$ cat config.mk
export PLATFORM = sky130hd
export DESIGN_NAME = pmss_sequencer
export DESIGN_NICKNAME = d
export VERILOG_FILES = /design/src/pkg/pmss_pkg.sv /design/src/hdl/pmss_sequencer.sv
export VERILOG_INCLUDE_DIRS = /design/src /design/src/pkg
export SDC_FILE = /design/constraint.sdc
export NUM_CORES = 1
export LEC_CHECK = 0
export ABC_AREA = 1
export ABC_CLOCK_PERIOD_IN_PS = 2000
export BUFFER_PORTS_ARGS = -buffer_cell sky130_fd_sc_hd__buf_2
export CORE_ASPECT_RATIO = 2
export CORE_UTILIZATION = 59
export CTS_CLUSTER_DIAMETER = 100
export DETAILED_ROUTE_END_ITERATION = 10
export GPL_ROUTABILITY_DRIVEN = 1
export GPL_TIMING_DRIVEN = 0
export PLACE_DENSITY = 0.82
export SYNTH_ARGS = -nofsm -noshare
export SYNTH_HDL_FRONTEND = slang
export SYNTH_SLANG_ARGS = --single-unit
export TNS_END_PERCENT = 10
$ cat constraint.sdc
create_clock -name clk -period 2 [get_ports clk]
set_input_delay 0.1 -clock clk [delete_from_list [all_inputs] [get_ports clk]]
set_output_delay 0.1 -clock clk [all_outputs]
set_load 0.03 [all_outputs]
$ cat src/pkg/pmss_map.svh
`ifndef PMSS_MAP_SVH
`define PMSS_MAP_SVH
// ----------------------------------------
// Clock and timing
// ----------------------------------------
`define PMSS_CLK_MHZ    40
`define PMSS_STEP_US    300
`define PMSS_STEP_CYC   (`PMSS_STEP_US * `PMSS_CLK_MHZ)
`define PMSS_RAMP_NS0   12500
`define PMSS_RAMP_NS1   25000
`define PMSS_RAMP_NS2   50000
`define PMSS_RAMP_NS3   100000
`define PMSS_RAMP_CYC(ns) (((ns) * `PMSS_CLK_MHZ) / 1000)
// ----------------------------------------
// Register offsets
// ----------------------------------------
`define PMSS_ADR_PWR    6'h00
`define PMSS_ADR_REG    6'h0b
`define PMSS_ADR_MOD3   6'h15
`define PMSS_ADR_STAT   6'h2a
`define PMSS_ADR_IRQ    6'h38
// ----------------------------------------
// Fields and reset values
// ----------------------------------------
`define PMSS_PWR_STBY   7
`define PMSS_PWR_FIELD  6
`define PMSS_RVS_LSB    0
`define PMSS_PA_LSB     4
`define PMSS_RAMP_LSB   0
`define PMSS_LIN_BIT    2
`define PMSS_STAT_OSC   0
`define PMSS_STAT_RDY   1
`define PMSS_IRQ_CMD    0
`define PMSS_IRQ_ANA    1
`define PMSS_RST_PWR    8'h00
`define PMSS_RST_REG    8'h77
`define PMSS_RST_MOD3   8'h00
// ----------------------------------------
// Commands and voltage codes
// ----------------------------------------
`define PMSS_CMD_AUTO   8'ha2
`define PMSS_CMD_MAN    8'ha3
`define PMSS_CODE_MAX   3'h7
`define PMSS_CODE_MIN   3'h0
`endif

$ cat src/pkg/pmss_pkg.sv
package pmss_pkg;
  typedef enum logic [3:0] {
    pm_pdown = 4'h1,
    pm_stby  = 4'h2,
    pm_norm  = 4'h4,
    pm_field = 4'h8
  } pmss_mode_t;
  typedef enum logic [3:0] {
    rp_off  = 4'h1,
    rp_up   = 4'h2,
    rp_on   = 4'h4,
    rp_down = 4'h8
  } pmss_ramp_t;
  typedef enum logic [2:0] {
    au_idle = 3'h1,
    au_hold = 3'h2,
    au_done = 3'h4
  } pmss_auto_t;
  typedef struct packed {
    logic [2:0] main_sel;
    logic [2:0] pa_sel;
  } pmss_supply_t;
endpackage

$ cat src/hdl/pmss_sequencer.sv
`timescale 1ns/100ps
`include "pmss_map.svh"
// Contract
// RULE1: Main regulator level from three-bit code, 2.7 V to 3.4 V, 0.1 V steps.
// RULE2: PA regulator takes the lower of its manual code and the automatic level.
// RULE3: Command A2h starts automatic level search; A3h returns to manual levels.
// RULE4: Host locks PLL within 840 to 960 MHz before issuing A2h.
// RULE5: Automatic search starts at 3.4 V with the RF field switched on.
// RULE6: Search lowers level 100 mV per 300 us step, never below 2.7 V.
// RULE7: Search ends when supply exceeds level by 300 mV or lowest step reached.
// RULE8: At search end the field goes off and command-done flag raises interrupt.
// RULE9: Enable pin low holds power-down with all circuitry disabled.
// RULE10: Standby bit in normal mode puts analog into low power, RF paths off; a running search still turns the field on in standby.
// RULE11: Register contents survive standby entry and exit.
// RULE12: Host waits about 12 ms after leaving standby before RF use.
// RULE13: Enable high starts normal mode; host waits about 12 ms before access.
// RULE14: Read-only oscillator-stable flag in 2Ah; host polls it before use.
// RULE15: Host waits about 500 ms after clock stable before RF and inventory.
// RULE16: Field-enable bit starts ramp-up at once, timed and shaped by 15h.
// RULE17: Ramp-up done sets field-ready flag and analog-event interrupt flag.
// RULE18: Ramp-down on clear, same settings; then field-ready clears, event flag.
// RULE19: Mode decode from enable pin, standby bit and field-enable bit.
// RULE20: Host allows 12 to 17 ms from power-down or standby for normal mode.
// RULE21: Pending interrupt drives the interrupt request output high.
// RULE22: Step timer runs from reference clock; enable low aborts the search.
module pmss_sequencer #(
  parameter int STEP_CYCLES = `PMSS_STEP_CYC
) (
  input  wire logic                clk,
  input  wire logic                arst_n,
  input  wire logic                en,
  input  wire logic                osc_stable,
  input  wire logic                ext_margin_ok,
  input  wire logic                reg_wr,
  input  wire logic                reg_rd,
  input  wire logic [5:0]          reg_addr,
  input  wire logic [7:0]          reg_wdata,
  input  wire logic                cmd_valid,
  input  wire logic [7:0]          cmd_code,
  output logic [7:0]               reg_rdata,
  output pmss_pkg::pmss_supply_t   supply,
  output pmss_pkg::pmss_mode_t     mode,
  output logic                     circuits_en,
  output logic                     low_power,
  output logic                     field_on,
  output logic                     ramp_linear,
  output logic                     irq
);
  // ----------------------------------------
  // Registers
  // ----------------------------------------
  logic [7:0]           pwr_ctrl;
  logic [7:0]           reg_bias;
  logic [7:0]           mod_ctrl3;
  logic                 osc_ok;
  logic                 field_ready;
  logic [1:0]           irq_flags;
  pmss_pkg::pmss_ramp_t ramp_st;
  pmss_pkg::pmss_auto_t auto_st;
  logic [2:0]           auto_code;
  logic                 auto_en;
  logic [13:0]          step_timer;
  logic [11:0]          ramp_timer;
  logic                 stby_bit;
  logic                 fen_bit;
  logic                 wr_ok;
  logic                 auto_start;
  logic                 auto_finish;
  logic                 ramp_up_done;
  logic                 ramp_dn_done;
  logic                 field_req;
  logic [11:0]          ramp_len;
  logic [2:0]           pa_manual;
  logic [2:0]           next_main;
  logic [2:0]           next_pa;

  localparam logic [13:0] STEP_LOAD = 14'(STEP_CYCLES - 1);

  assign stby_bit     = pwr_ctrl[`PMSS_PWR_STBY];
  assign fen_bit      = pwr_ctrl[`PMSS_PWR_FIELD];
  assign wr_ok        = reg_wr && en;
  assign auto_start   = cmd_valid && en && cmd_code == `PMSS_CMD_AUTO; // RULE3
  assign auto_finish  = auto_st == pmss_pkg::au_hold && step_timer == 14'h0000
                        && (ext_margin_ok || auto_code == `PMSS_CODE_MIN); // RULE7
  assign ramp_up_done = ramp_st == pmss_pkg::rp_up && ramp_timer == 12'h000;
  assign ramp_dn_done = ramp_st == pmss_pkg::rp_down && ramp_timer == 12'h000;
  // Search forces a load on the supply regardless of the field bit
  assign field_req    = en && ((fen_bit && !stby_bit) || auto_st == pmss_pkg::au_hold); // RULE5
  assign pa_manual    = reg_bias[`PMSS_PA_LSB +: 3];

  always_comb begin
    case (mod_ctrl3[`PMSS_RAMP_LSB +: 2]) // RULE16
      2'b00:   ramp_len = 12'(`PMSS_RAMP_CYC(`PMSS_RAMP_NS0) - 1);
      2'b01:   ramp_len = 12'(`PMSS_RAMP_CYC(`PMSS_RAMP_NS1) - 1);
      2'b10:   ramp_len = 12'(`PMSS_RAMP_CYC(`PMSS_RAMP_NS2) - 1);
      default: ramp_len = 12'(`PMSS_RAMP_CYC(`PMSS_RAMP_NS3) - 1);
    endcase
  end

  always_comb begin
    next_main = auto_en ? auto_code : reg_bias[`PMSS_RVS_LSB +: 3]; // RULE1
    next_pa   = pa_manual;
    if (auto_en && auto_code < pa_manual) begin
      next_pa = auto_code; // RULE2
    end
  end

  // ----------------------------------------
  // Register file; enable low restores defaults
  // ----------------------------------------
  always_ff @(posedge clk or negedge arst_n) begin
    if (!arst_n) begin
      pwr_ctrl  <= `PMSS_RST_PWR;
      reg_bias  <= `PMSS_RST_REG;
      mod_ctrl3 <= `PMSS_RST_MOD3;
    end else if (!en) begin
      pwr_ctrl  <= `PMSS_RST_PWR; // RULE9
      reg_bias  <= `PMSS_RST_REG;
      mod_ctrl3 <= `PMSS_RST_MOD3;
    end else if (wr_ok) begin
      // Standby changes nothing here, so settings survive it
      case (reg_addr) // RULE11
        `PMSS_ADR_PWR:  pwr_ctrl  <= reg_wdata;
        `PMSS_ADR_REG:  reg_bias  <= reg_wdata;
        `PMSS_ADR_MOD3: mod_ctrl3 <= reg_wdata;
        default: begin
        end
      endcase
    end
  end

  always_ff @(posedge clk or negedge arst_n) begin
    if (!arst_n) begin
      osc_ok <= 1'b0;
    end else begin
      osc_ok <= en && osc_stable; // RULE14
    end
  end

  // Read data is registered; unmapped addresses read zero
  always_ff @(posedge clk or negedge arst_n) begin
    if (!arst_n) begin
      reg_rdata <= 8'h00;
    end else if (reg_rd && en) begin
      case (reg_addr)
        `PMSS_ADR_PWR:  reg_rdata <= pwr_ctrl;
        `PMSS_ADR_REG:  reg_rdata <= reg_bias;
        `PMSS_ADR_MOD3: reg_rdata <= mod_ctrl3;
        `PMSS_ADR_STAT: reg_rdata <= {6'h00, field_ready, osc_ok}; // RULE14
        `PMSS_ADR_IRQ:  reg_rdata <= {6'h00, irq_flags};
        default:        reg_rdata <= 8'h00;
      endcase
    end
  end

  // ----------------------------------------
  // Interrupt flags: clear on read, set wins
  // ----------------------------------------
  always_ff @(posedge clk or negedge arst_n) begin
    if (!arst_n) begin
      irq_flags <= 2'b00;
    end else if (!en) begin
      irq_flags <= 2'b00;
    end else begin
      if (reg_rd && reg_addr == `PMSS_ADR_IRQ) begin
        irq_flags <= 2'b00;
      end
      if (auto_finish) begin
        irq_flags[`PMSS_IRQ_CMD] <= 1'b1; // RULE8
      end
      if (ramp_up_done || ramp_dn_done) begin
        irq_flags[`PMSS_IRQ_ANA] <= 1'b1; // RULE17 RULE18
      end
    end
  end

  always_ff @(posedge clk or negedge arst_n) begin
    if (!arst_n) begin
      irq <= 1'b0;
    end else begin
      irq <= |irq_flags; // RULE21
    end
  end

  // ----------------------------------------
  // Automatic supply level search
  // ----------------------------------------
  always_ff @(posedge clk or negedge arst_n) begin
    if (!arst_n) begin
      auto_st    <= pmss_pkg::au_idle;
      auto_code  <= `PMSS_CODE_MAX;
      auto_en    <= 1'b0;
      step_timer <= 14'h0000;
    end else if (!en) begin
      auto_st    <= pmss_pkg::au_idle; // RULE22
      auto_code  <= `PMSS_CODE_MAX;
      auto_en    <= 1'b0;
      step_timer <= 14'h0000;
    end else if (auto_start) begin
      auto_st    <= pmss_pkg::au_hold; // RULE3 RULE5
      auto_code  <= `PMSS_CODE_MAX;
      auto_en    <= 1'b1;
      step_timer <= STEP_LOAD;
    end else if (cmd_valid && cmd_code == `PMSS_CMD_MAN) begin
      auto_st <= pmss_pkg::au_idle; // RULE3
      auto_en <= 1'b0;
    end else begin
      case (auto_st)
        pmss_pkg::au_hold: begin
          if (auto_finish) begin
            auto_st <= pmss_pkg::au_done;
          end else if (step_timer == 14'h0000) begin
            auto_code  <= auto_code - 3'h1; // RULE6
            step_timer <= STEP_LOAD;
          end else begin
            step_timer <= step_timer - 14'h0001; // RULE22
          end
        end
        pmss_pkg::au_done: auto_st <= pmss_pkg::au_done;
        pmss_pkg::au_idle: auto_st <= pmss_pkg::au_idle;
        default:           auto_st <= pmss_pkg::au_idle;
      endcase
    end
  end

  always_ff @(posedge clk or negedge arst_n) begin
    if (!arst_n) begin
      supply <= '{main_sel: `PMSS_CODE_MAX, pa_sel: `PMSS_CODE_MAX};
    end else begin
      supply <= '{main_sel: next_main, pa_sel: next_pa};
    end
  end

  // ----------------------------------------
  // Field ramp
  // ----------------------------------------
  always_ff @(posedge clk or negedge arst_n) begin
    if (!arst_n) begin
      ramp_st    <= pmss_pkg::rp_off;
      ramp_timer <= 12'h000;
    end else if (!en) begin
      ramp_st    <= pmss_pkg::rp_off;
      ramp_timer <= 12'h000;
    end else begin
      case (ramp_st)
        pmss_pkg::rp_off: begin
          if (field_req) begin
            ramp_st    <= pmss_pkg::rp_up; // RULE16
            ramp_timer <= ramp_len;
          end
        end
        pmss_pkg::rp_up: begin
          if (ramp_timer == 12'h000) begin
            ramp_st <= pmss_pkg::rp_on;
          end else begin
            ramp_timer <= ramp_timer - 12'h001;
          end
        end
        pmss_pkg::rp_on: begin
          if (!field_req) begin
            ramp_st    <= pmss_pkg::rp_down; // RULE18 RULE8
            ramp_timer <= ramp_len;
          end
        end
        pmss_pkg::rp_down: begin
          if (ramp_timer == 12'h000) begin
            ramp_st <= pmss_pkg::rp_off;
          end else begin
            ramp_timer <= ramp_timer - 12'h001;
          end
        end
        default: ramp_st <= pmss_pkg::rp_off;
      endcase
    end
  end

  always_ff @(posedge clk or negedge arst_n) begin
    if (!arst_n) begin
      field_ready <= 1'b0;
    end else if (!en || ramp_dn_done) begin
      field_ready <= 1'b0; // RULE18
    end else if (ramp_up_done) begin
      field_ready <= 1'b1; // RULE17
    end
  end

  always_ff @(posedge clk or negedge arst_n) begin
    if (!arst_n) begin
      field_on    <= 1'b0;
      ramp_linear <= 1'b0;
    end else begin
      field_on    <= en && ramp_st != pmss_pkg::rp_off;
      ramp_linear <= mod_ctrl3[`PMSS_LIN_BIT];
    end
  end

  // ----------------------------------------
  // Power mode
  // ----------------------------------------
  always_ff @(posedge clk or negedge arst_n) begin
    if (!arst_n) begin
      mode        <= pmss_pkg::pm_pdown;
      circuits_en <= 1'b0;
      low_power   <= 1'b0;
    end else begin
      circuits_en <= en; // RULE9 RULE13
      low_power   <= en && stby_bit; // RULE10
      if (!en) begin
        mode <= pmss_pkg::pm_pdown; // RULE19
      end else if (stby_bit) begin
        mode <= pmss_pkg::pm_stby;
      end else if (fen_bit) begin
        mode <= pmss_pkg::pm_field;
      end else begin
        mode <= pmss_pkg::pm_norm;
      end
    end
  end
endmodule

### Word-level counts from Yosys, hierarchy flattened

Index checks and enable logic that the tools add are counted.

* input port bits: 30
* register bits: 88
* memories kept: 0
* bits in writable memories: 0
* bits in read-only memories: 0
* latch bits: 0
* logic and storage cells: 149

* $add $sub $neg: 3
* bitwise gates (word level): 0
* $lt $le $gt $ge: 1
* $mul: 0
* divide/modulo/power cells: 0
* reductions and logical operators: 37
* equal/unequal tests: 33
* muxes and demuxes: 53
* shifts and indexed selects: 0

Operators by type and width (number)
* two-way mux 14 bit: 6
* two-way mux 8 bit: 9
* case mux 12 bit (3 select lines): 2
* two-way mux 12 bit: 4
* case mux 8 bit (5 select lines): 1
* two-way mux 3 bit: 12
* two-way mux 4 bit: 8
* equality test 8 bit, second input constant: 2
* logical AND 1 bit: 16
* case mux 4 bit (4 select lines): 1
* != test 3 x 1 -> 1 bit, second input constant: 5
* != test 3 bit, second input constant: 5
* logical NOT 14 bit: 1
* subtractor 14 x 1 -> 14 bit, second input constant: 1
* equality test 6 bit, second input constant: 2
* logical NOT 12 bit: 1
* AND reduction 4 bit: 3
* subtractor 12 x 1 -> 12 bit, second input constant: 1
* != test 2 x 1 -> 1 bit, second input constant: 4
* two-way mux 1 bit: 7
* equality test 6 x 4 -> 1 bit, second input constant: 1
* equality test 6 x 5 -> 1 bit, second input constant: 1
* logical NOT 6 bit: 1
* != test 3 x 2 -> 1 bit, second input constant: 2
* other kinds (23): 31

### Longest topological paths before layout

Gate-level depths: netlist (run 1).

* word-level depth: 8
* mapped depth: 11

### Least setup slack after synthesis (run 1)

OpenSTA, ideal clock, no wires.

* path type: reg-to-reg
* start: reg auto_code[0]
* end: reg step_timer[5]
* buffers on the path: 1
* cell stages (with the launch flop): 12
* data arrival time: 1.520 ns
* clock period less this slack: 1.638 ns
* required time: 1.882 ns
* setup time: 0.118 ns
* path slack: 0.362 ns
* cell sequence: dfstp_2 > inv_1 > ha_1 > a21oi_1 > nor2_1 > nand3_1 > nand2_1 > nand2_4 > inv_4 > buf_6 > nand2_1 > nand2_1

* word-level cells in the longest chain between the ends: 5

Ends and longest elaborated chain
* start: declaration: line pmss_sequencer.sv:60 `logic [2:0] auto_code;`
* start signal: assignment: line pmss_sequencer.sv:191 `` auto_code <= `PMSS_CODE_MAX; ``
* start signal: assignment: line pmss_sequencer.sv:196 `` auto_code <= `PMSS_CODE_MAX; ``
* start signal: assignment: line pmss_sequencer.sv:201 `` auto_code <= `PMSS_CODE_MAX; ``
* logical NOT 3 bit (no line)
* logical OR 1 bit (no line)
* logical AND 1 bit: line pmss_sequencer.sv:83 `assign auto_finish = auto_st == pmss_pkg::au_hold && step_timer == 14'h0000`
* != test 3 bit (no line)
* AND reduction 3 bit (no line)
* end signal: assignment: line pmss_sequencer.sv:216 `step_timer <= step_timer - 14'h0001;`
* end: declaration: line pmss_sequencer.sv:62 `logic [13:0] step_timer;`

No other way between the ends.
A chain may end at the register's enable or synchronous reset.

### Final worst setup path (run 1)

* start: reg auto_code[0]
* end: reg step_timer[12]

Same word-level chain as after synthesis.

==> out/results.tsv, run 1 <==
stage	metric	value	unit
run_status	status	complete, no violations	
die	FP Rows	46	
sta	Setup TNS	0	ns
route	Top Metal Used	met4	
route	DR vias	4574	
sta	RSZ-0062 raised after global routing	false	
synth	prevailing post-synth register cell	dfrtp_1	
power	static leakage	0.00305	µW
die	DIE AREA	8700	µm²
die	Die Y	131	µm
synth	post-synthesis sequential area ratio	44.9	%
place	# port buffers	52	
route	initial DRC count	365	
min_path	worst hold path type	in -> reg	
place	dpl hpwl	9110	µm
place	RD Place Congestion	0.947	
finish	# diodes	0	
route	Vias per Instance	5.54	
route	metal2 WL	6500	µm
setup_path	Req. time, crit path	2.23	ns
cts	clock buffer count from CTS	9	
finish	Area Growth Syn to Fin	15.5	%
grt	largest net degree at the start of global routing	65	
finish	nets@finish	766	
cts	Num Clock Sinks	87	
cts	Reg clk slew, reported paths	0.06	ns
sta	Slew Viols, Final	0	
synth	FF+latch count, synth	87	
synth	number of synthesized flops with an enable pin	0	
grt	initial antenna violation count	0	
synth	Avg Cell Area, Syn	7.49	µm²
finish	layout cell share with drive strength beyond 1	18.8	%
setup_path	Max Fanout on Critical Path	10	
synth	most area-consuming cells after synthesis	dfrtp_1 35%, nand2_1 18%, dfstp_2 9.7%	
job	Max Cap Viol	0	
sta	Hold Violations, Final	0	
place	Setup WS pre-CTS	0.0140	ns
cts	CTS tree	done	
synth	Post-Syn Instances	654	
grt	global-route wire length before repair	19300	µm
sta	final setup vio count	0	
power	power density cells	1030	nW/µm²
grt	vias in the first global route	4342	
cts	H-tree levels	3	
sta	worst-margin pin slew	0.540	ns
synth	Yosys top cell area share	35.2	%
sta	Min Clock Period, post-route	1.93	ns
sta	Slew headroom	64.0	%
setup_path	Critical Path AT	2.16	ns
power	IR drop worst, VDD	0.692	mV
cts	CTS Buffer Depth	2	
route	DR WL met3	507	µm
synth	Yosys warnings	0	
route	Pre-antenna DRT Iters	5	
route	ANT nets after route	0	
synth	Cell Area, Synth	4900	µm²
sta	Final period util	96.7	%
cts	latest clock arrival within the worst-skew pair	0.34	ns
die	Die W	66.4	µm
synth	ys async rst share	100	%
synth	Post-Syn Nets	696	
sta	Final Skew	0.00952	ns
cts	CTS Root Buffer Type	clkbuf_16	
sta	Final WS setup	0.0653	ns
grt	gr ovfl total	0	
sta	fmax	0.517	GHz
route	WL per Instance	14.5	µm
setup_path	Setup CP Type	reg -> reg	
route	# DRC	0	
setup_path	endpoint class of the critical path	flip-flop	
synth	post-synth top area cell	dfrtp_1	
die	Starting Density	61.3	%
route	Routed met1 length	4390	µm
setup_path	Setup crit start kind	flip-flop	
die	I/O pin cnt	53	
synth	Netlist cell types	39	
die	Core Region	8000	µm²
grt	Total GRT Usage	29.8	%
route	total wire length	12000	µm
## cells in the mapped netlist, drive strengths merged (3+ instances only)
master  instances
buf            10
dfrtp          69
dfstp          18
inv            66
a21oi          13
xnor2           3
nand3          67
clkbuf          4
ha             12
nor2           73
o21ai          55
nand2         241
nor3            6
xor2            3
## metal layers
metal | GRT usage (%) | vias up
met1 | 30.9 | 2154
met2 | 54.5 | 159
met4 | 17.9 | 0
li1 | - | 2214
met3 | 4.95 | 47
met5 | 0 | -
## through the flow
step / util [%] / total power, µW / cell area, µm² / hold slack (ns) / cells
floorplan: - / 3590 / 4900 / -0.196 / 654
global route: 70.8 / 6180 / 5660 / 0.0238 / 825
detailed placement: 66.4 / 4130 / 5310 / 0.0291 / 803
global placement: 66.0 / 4030 / 5280 / 0.262 / 802
finish: 70.8 / 5820 / 5660 / 0.0126 / 825
CTS: 70.5 / 5820 / 5640 / 0.00391 / 822
## power breakdown
group	internal, µW	switching (µW)
sequential	2050	240
combinational	614	1250
clock	974	693
total	3640	2180
## worst max-delay path: stages (launching register included)
cell     delay, ns
dfstp_2       0.55
inv_1         0.09
ha_1          0.21
a21oi_2       0.19
nor2_1        0.06
nand3_1       0.14
nand2_1       0.11
nand2_4       0.12
inv_4         0.07
buf_6         0.15
nand2_1       0.07
nand2_1       0.06
## what timing repair did
action,4_1_cts,5_1_grt
resized for setup,1,0
hold endpoints to repair,25,0
setup buffers,0,3
hold buffers,3,0
cloned,0,0
endpoints found under the setup margin,1,8
## layout by cell type, fill, tap and decap left out, types with 3 or more instances in the layout
| cell | synthesis | final |
|---|---|---|
| nand2_1 | 236 | 236 |
| dfrtp_1 | 69 | 69 |
| nor2_1 | 67 | 67 |
| nand3_1 | 64 | 64 |
| inv_1 | 62 | 62 |
| buf_2 | 1 | 52 |
| o21ai_0 | 37 | 37 |
| dfstp_2 | 18 | 18 |
| ha_1 | 12 | 12 |
| o21ai_2 | 11 | 11 |
| a21oi_1 | 10 | 9 |
| clkbuf_16 | 0 | 9 |
| buf_4 | 3 | 7 |
| o21ai_1 | 7 | 7 |
| buf_6 | 6 | 6 |
| clkbuf_1 | 4 | 5 |
| nor3_1 | 4 | 4 |
| nand2_2 | 4 | 4 |
| inv_2 | 3 | 3 |
| nor2_4 | 3 | 3 |
| nand3_2 | 3 | 3 |
| nor2_2 | 3 | 3 |
| xor2_1 | 3 | 3 |
| xnor2_1 | 3 | 3 |
| dlygate4sd3_1 | 0 | 3 |
## cells by family (layout without fill, tap and decap cells)
logic type / count (synthesis) / in the layout / synth area share [%]
xor gates and xnor gates: 6 / 6 / 1.07
DFF: 87 / 87 / 44.9
buffers and inverters: 81 / 156 / 7.43
adders and majority gates: 12 / 12 / 3.06
and+or+nand+nor: 395 / 395 / 34.5
AOI/OAI and AO/OA: 73 / 73 / 9.06
## path summary, 6_finish.rpt
check	cells past startpoint	start	endpoint	slack [ns]
hold reg to reg	0	mod_ctrl3[2]	ramp_linear	0.41
min in group asynchronous	2	arst_n	ramp_timer[1]	0.20
hold / removal	3	reg_wdata[1]	reg_bias[1]	0.01
setup reg to reg	11	auto_code[0]	step_timer[12]	0.07
max in group asynchronous	3	arst_n	supply[4]	1.13
setup / recovery	11	auto_code[0]	step_timer[12]	0.07
## registers in the layout (all words and copies together), names as in the netlist, 2 cells and up
name	flops
auto_code	3
auto_st	3
irq_flags	2
mod_ctrl3	8
mode	3
pwr_ctrl	8
ramp_st	4
ramp_timer	12
reg_bias	8
reg_rdata	8
step_timer	14
supply	6
## layout make-up
type / count / area [µm²]
Tap cell: 96 / 120
Sequential cell: 87 / 2200
Multi-Input combinational cell: 486 / 2340
Clock inverter: 6 / 66.3
Buffer: 14 / 110
Inverter: 67 / 254
Fill cell: 647 / 2340
Timing Repair Buffer: 59 / 343
Clock buffer: 10 / 229
Power figures use the tool's default switching activity.
==> inputs of run 2 (changes only) <==
- MAX_ROUTING_LAYER: not set -> met4
==> out/results.tsv, run 2 (synthesis results as in run 1) <==
stage	metric	value	unit	change
cts	Num Clock Sinks	87		unchanged
route	# DRC	0		unchanged
route	DR WL met3	432	µm	was 507 µm
min_path	hold endpoint	reg_bias[1]		unchanged
power	static leakage	0.00304	µW	was 0.00305 µW
route	Routed met1 length	4470	µm	was 4390 µm
finish	commonest non-fill, non-tap cell in the layout	nand2_1		unchanged
finish	most frequent cells in the layout	236 x nand2_1, 69 x dfrtp_1, 67 x nor2_1		unchanged
grt	vias in the first global route	4329		was 4,342
grt	initial antenna violation count	0		unchanged
die	I/O pin cnt	53		unchanged
route	DR vias	4572		was 4,574
place	Setup WS pre-CTS	0.0117	ns	was 0.0140 ns
grt	largest net degree at the start of global routing	65		unchanged
die	DIE AREA	8700	µm²	unchanged
run_status	status	complete, no violations		unchanged
finish	max FFs per register	14		unchanged
setup_path	Critical Path AT	2.14	ns	was 2.16 ns
finish	nets@finish	764		was 766
sta	Slew headroom	66.1	%	was 64.0%
sta	Setup TNS	0	ns	unchanged
route	Top Metal Used	met4		unchanged
setup_path	CP Buf/Inv Count	3		unchanged
route	WL per Instance	14.7	µm	was 14.5 µm
die	Core Region	8000	µm²	unchanged
finish	biggest regs	step_timer: 14 flops, ramp_timer: 12 flops		unchanged
cts	CTS tree	done		unchanged
route	initial DRC count	414		was 365
grt	global-route wire length before repair	19000	µm	was 19,300 µm
job	Max Cap Viol	0		unchanged
cts	Reg clk slew, reported paths	0.07	ns	was 0.06 ns
route	metal2 WL	6550	µm	was 6500 µm
cts	CTS Root Buffer Type	clkbuf_16		unchanged
place	RD Place Congestion	0.959		was 0.947
min_path	beginning of the worst hold path	reg_wdata[1]		unchanged
sta	worst-margin pin slew	0.509	ns	was 0.540 ns
setup_path	reg2reg start	auto_code[0]		unchanged
setup_path	cells along the critical path	inv_1 -> ha_1 -> a21oi_2 -> nor2_1 -> nand3_2 -> nand2_1 -> nand2_4 -> inv_4 -> buf_6 -> nand2_1 -> nand2_1		was inv_1 -> ha_1 -> a21oi_2 -> nor2_1 -> nand3_1 -> nand2_1 -> nand2_4 -> inv_4 -> buf_6 -> nand2_1 -> nand2_1
sta	hold_ws	0.0100	ns	was 0.0126 ns
sta	Hold Violations, Final	0		unchanged
min_path	worst hold path type	in -> reg		unchanged
grt	gr ovfl total	0		unchanged
sta	Final period util	95.1	%	was 96.7%
sta	RSZ-0062 raised after global routing	false		unchanged
finish	Area Growth Syn to Fin	15.8	%	was 15.5%
sta	final setup vio count	0		unchanged
sta	Final Skew	0.00833	ns	was 0.00952 ns
cts	latest clock arrival within the worst-skew pair	0.35	ns	was 0.34 ns
die	Die Y	131	µm	unchanged
place	Placed Cells	803		unchanged
power	power density cells	1050	nW/µm²	was 1030 nW/µm²
setup_path	Crit Reg-Reg Endpoint	step_timer[8]		was step_timer[12]
route	ANT nets after route	0		unchanged
sta	Min Clock Period, post-route	1.90	ns	was 1.93 ns
sta	Slew Viols, Final	0		unchanged
setup_path	CP max stage delay	0.57	ns	was 0.55 ns
sta	fmax	0.526	GHz	was 0.517 GHz
power	total power	5930	µW	was 5820 µW
grt	Total GRT Usage	30.4	%	was 29.8%
place	# port buffers	52		unchanged
die	FP Rows	46		unchanged
cts	H-tree levels	3		unchanged
setup_path	Setup CP Type	reg -> reg		unchanged
setup_path	Setup crit start kind	flip-flop		unchanged
route	total wire length	12100	µm	was 12,000 µm
setup_path	Slowest-stage cell, CP	dfstp_2		unchanged
power	IR drop worst, VDD	0.720	mV	was 0.692 mV
finish	layout cell share with drive strength beyond 1	19.0	%	was 18.8%
route	Pre-antenna DRT Iters	5		unchanged
setup_path	flop2flop setup slack	0.1	ns	was 0.07 ns
cts	clock buffer count from CTS	9		unchanged
setup_path	R2R cell count	11		unchanged
setup_path	CP dominant cell by count	nand2_1		unchanged
finish	Non-Filler Instances	823		was 825
setup_path	Top Family by Delay on Critical Path	flip-flops		was simple AND/OR/NAND/NOR gates
setup_path	endpoint class of the critical path	flip-flop		unchanged
route	Vias per Instance	5.56		was 5.54
finish	# diodes	0		unchanged
setup_path	Req. time, crit path	2.23	ns	about the same
cts	CTS Buffer Depth	2		unchanged
finish	Biggest register	step_timer		unchanged
min_path	hold path cells	3		unchanged
sta	Final WS setup	0.0985	ns	was 0.0653 ns
setup_path	Max Fanout on Critical Path	10		unchanged
die	Die W	66.4	µm	unchanged
die	Starting Density	61.3	%	unchanged
place	dpl hpwl	8990	µm	was 9110 µm
==> run 2: cell count changes in the layout (fill, tap and decap cells not counted), moves of 2 or more <==
cell        delta
buf_4          -2
clkinv_2       -2
clkinvlp_4     +2
inv_8          +2
==> run 2: stage by stage <==
stage	area, µm²	utilization (%)
final	5670	70.9
after global routing	5670	70.9
after CTS	5660	70.7
after detailed placement	5310	66.4
after global placement	5280	66.0
after floorplan	4900	-
==> run 2: layout make-up <==
type	instances	area, µm²
fillers	644	2330
well taps	96	120
flip-flops and latches	87	2200
inverters	67	254
clock buffers	10	239
multi-input cells	486	2350
clock inverters	6	76.3
repair buffers	57	328
plain buffers	14	110
==> run 2: tightest hold or removal path, cell delays in order <==
cell	delay, ns
buf_2	0.09
o21ai_0	0.06
o21ai_0	0.07
==> run 2: routing by layer <==
metal  vias to the layer above  global-route usage (%)
met3                        53                    5.21
met5                         -                       -
met2                       160                    53.1
met1                      2147                    30.3
met4                         0                    19.6
li1                       2212                       -
==> run 2: how the worst max path moves through the flow <==
stage	start	end	slack (ns)	depth (start not counted)
CTS	auto_code[0]	step_timer[8]	0.002	11
global placement	auto_code[0]	step_timer[3]	0.06	11
finish	auto_code[0]	step_timer[8]	0.1	11
detailed placement	auto_code[0]	step_timer[6]	0.01	11
global route	auto_code[0]	step_timer[8]	0.01	11
floorplan	auto_code[0]	step_timer[5]	0.36	11
==> run 2: what timing repair did <==
action / 4_1_cts / 5_1_grt
hold endpoints to repair: 25 / 0
buffers inserted: 0 / 1
hold buffers: 3 / 0
endpoints found under the setup margin: 0 / 11
resized for setup: 0 / 3
==> run 2: report_power, final <==
group / leakage (µW) / total [µW] / switching (µW) / internal, µW
clock network: 0.000149 / 1760 / 741 / 1020
registers: 0.00111 / 2300 / 244 / 2050
logic: 0.00178 / 1870 / 1260 / 610
total: 0.00304 / 5930 / 2250 / 3690
==> inputs of run 3 (changes only) <==
- GPL_TIMING_DRIVEN: 0 -> 1
- PLACE_DENSITY: 0.82 -> 0.84
==> out/results.tsv, run 3 (synthesis results as in run 1) <==
stage	metric	value	unit	change
route	Pre-antenna DRT Iters	5		unchanged
sta	fmax	0.537	GHz	was 0.526 GHz
route	Vias per Instance	5.53		was 5.56
finish	most frequent cells in the layout	235 x nand2_1, 69 x dfrtp_1, 67 x nor2_1		was 236 x nand2_1, 69 x dfrtp_1, 67 x nor2_1
place	RD Place Congestion	0.999		was 0.959
power	static leakage	0.00301	µW	was 0.00304 µW
cts	clock buffer count from CTS	9		unchanged
power	Int Power	3770	µW	was 3690 µW
grt	initial antenna violation count	0		unchanged
die	Die Y	131	µm	unchanged
sta	RSZ-0062 raised after global routing	false		unchanged
cts	Reg clk slew, reported paths	0.07	ns	about the same
setup_path	Max Fanout on Critical Path	14		was 10
finish	# diodes	0		unchanged
cts	Num Clock Sinks	87		unchanged
power	sw frac	36.9	%	was 37.9%
route	WL per Instance	15.1	µm	was 14.7 µm
die	I/O pin cnt	53		unchanged
finish	biggest regs	step_timer: 14 flops, ramp_timer: 12 flops		unchanged
sta	worst-margin pin slew	0.771	ns	was 0.509 ns
route	# DRC	0		unchanged
finish	nets@finish	755		was 764
sta	Final period util	93.1	%	was 95.1%
power	IR drop worst, VDD	0.843	mV	was 0.720 mV
finish	Area Growth Syn to Fin	14.2	%	was 15.8%
die	Die W	66.4	µm	unchanged
power	Clock Power Share	31.0	%	was 29.7%
sta	Hold Violations, Final	0		unchanged
setup_path	endpoint class of the critical path	flip-flop		unchanged
sta	Final Skew	0.00646	ns	was 0.00833 ns
grt	vias in the first global route	4428		was 4,329
cts	Post-CTS Setup Repair Bufs	0		unchanged
die	DIE AREA	8700	µm²	unchanged
setup_path	cells along the critical path	inv_1 -> ha_1 -> a21oi_1 -> nor2_1 -> nand3_1 -> nand2_1 -> nand2_4 -> inv_4 -> nand2_1 -> nand2_1		was inv_1 -> ha_1 -> a21oi_2 -> nor2_1 -> nand3_2 -> nand2_1 -> nand2_4 -> inv_4 -> buf_6 -> nand2_1 -> nand2_1
route	ANT nets after route	0		unchanged
power	sequential power share	38.4	%	was 38.7%
sta	Setup TNS	0	ns	unchanged
finish	commonest non-fill, non-tap cell in the layout	nand2_1		unchanged
sta	Min Clock Period, post-route	1.86	ns	was 1.90 ns
finish	layout cell share with drive strength beyond 1	18.4	%	was 19.0%
job	Max Cap Viol	0		unchanged
power	power density cells	1070	nW/µm²	was 1050 nW/µm²
die	Starting Density	61.3	%	unchanged
cts	CTS Root Buffer Type	clkbuf_16		unchanged
cts	H-tree levels	3		unchanged
setup_path	Critical Path AT	2.10	ns	was 2.14 ns
setup_path	Setup crit start kind	flip-flop		unchanged
setup_path	CP max stage delay	0.55	ns	was 0.57 ns
route	initial DRC count	329		was 414
route	total wire length	12300	µm	was 12,100 µm
run_status	status	complete, no violations		unchanged
setup_path	CP dominant cell by count	nand2_1		unchanged
setup_path	Req. time, crit path	2.23	ns	about the same
die	FP Rows	46		unchanged
min_path	worst hold path type	in -> reg		unchanged
cts	CTS tree	done		unchanged
sta	Slew headroom	48.6	%	was 66.1%
cts	CTS Buffer Depth	2		unchanged
route	DR vias	4500		was 4,572
place	# port buffers	52		unchanged
grt	gr ovfl total	0		unchanged
setup_path	Setup CP Type	reg -> reg		unchanged
grt	global-route wire length before repair	19900	µm	was 19,000 µm
power	Psw	2210	µW	was 2250 µW
sta	hold_ws	0.0111	ns	was 0.0100 ns
grt	Total GRT Usage	32.1	%	was 30.4%
grt	largest net degree at the start of global routing	46		was 65
finish	Biggest register	step_timer		unchanged
power	power share of the combinational group	30.6	%	was 31.5%
finish	max FFs per register	14		unchanged
sta	Slew Viols, Final	0		unchanged
sta	final setup vio count	0		unchanged
die	Core Region	8000	µm²	unchanged
cts	latest clock arrival within the worst-skew pair	0.35	ns	about the same
place	dpl hpwl	9060	µm	was 8990 µm
setup_path	Slowest-stage cell, CP	dfstp_2		unchanged
run 3: cell count changes in the layout (fill, tap and decap cells not counted), moves of 2 or more:
cell,delta
buf_4,+3
clkinv_4,+2
buf_6,-6
clkinvlp_4,-2
inv_8,-2
inv_6,+2
clkbuf_1,-4
run 3: worst max-delay path, delay by kind of cell, from the launching register on:
kind,cells,cell delay (ns)
AO/OA/AOI/OAI,1,0.22
adder cells (fa/ha/maj),1,0.19
buffers and inverters,2,0.18
flip-flops,1,0.55
AND/OR/NAND/NOR,6,0.60
run 3: area by class of cell:
class | instances | area [µm²]
Inverter | 67 | 254
Fill cell | 640 | 2400
Multi-Input combinational cell | 486 | 2340
Sequential cell | 87 | 2200
Tap cell | 96 | 120
Timing Repair Buffer | 62 | 355
Clock buffer | 9 | 225
Clock inverter | 7 | 104
run 3: timing repair:
item                                    in CTS  in global routing
hold buffers                                 2                  0
hold endpoints to repair                    37                  0
endpoints found under the setup margin       0                 11
resized for setup                            0                  1
run 3: per-layer routing:
| metal | global-route usage, % | up-vias | wire length [µm] |
|---|---|---|---|
| met4 | 19.1 | 0 | 559 |
| li1 | - | 2188 | - |
| met5 | - | - | 0 |
| met2 | 57.3 | 166 | 6830 |
| met3 | 5.90 | 52 | 470 |
| met1 | 31.1 | 2094 | 4440 |
run 3: per-stage QoR:
stage,util [%],cells,power [µW],setup slack [ns],area [µm²]
2_1_floorplan,-,654,3590,0.362,4900
3_3_place_gp,65.6,796,4040,0.159,5250
3_5_place_dp,65.6,796,4110,0.111,5250
4_1_cts,69.9,814,5970,0.0964,5600
5_1_grt,70.0,814,6320,0.00599,5600
6_report,70.0,814,5970,0.137,5600
run 3: path summary, 6_finish.rpt:
path	from	endpoint	slack, ns	cells past startpoint
setup / recovery	auto_code[0]	step_timer[4]	0.14	10
hold / removal	reg_wdata[1]	reg_bias[1]	0.01	3
setup reg to reg	auto_code[0]	step_timer[4]	0.14	10
hold reg to reg	mod_ctrl3[2]	ramp_linear	0.41	0
max in group asynchronous	arst_n	auto_code[2]	1.02	3
min in group asynchronous	arst_n	ramp_timer[0]	0.28	2
run 3: power groups by stage:
stage          clock [µW]  sequential, µW  combinational (µW)
2_1_floorplan           0            2320                1270
3_3_place_gp            0            2300                1750
3_5_place_dp            0            2310                1800
4_1_cts              1870            2280                1820
5_1_grt              1940            2320                2060
6_report             1850            2290                1830
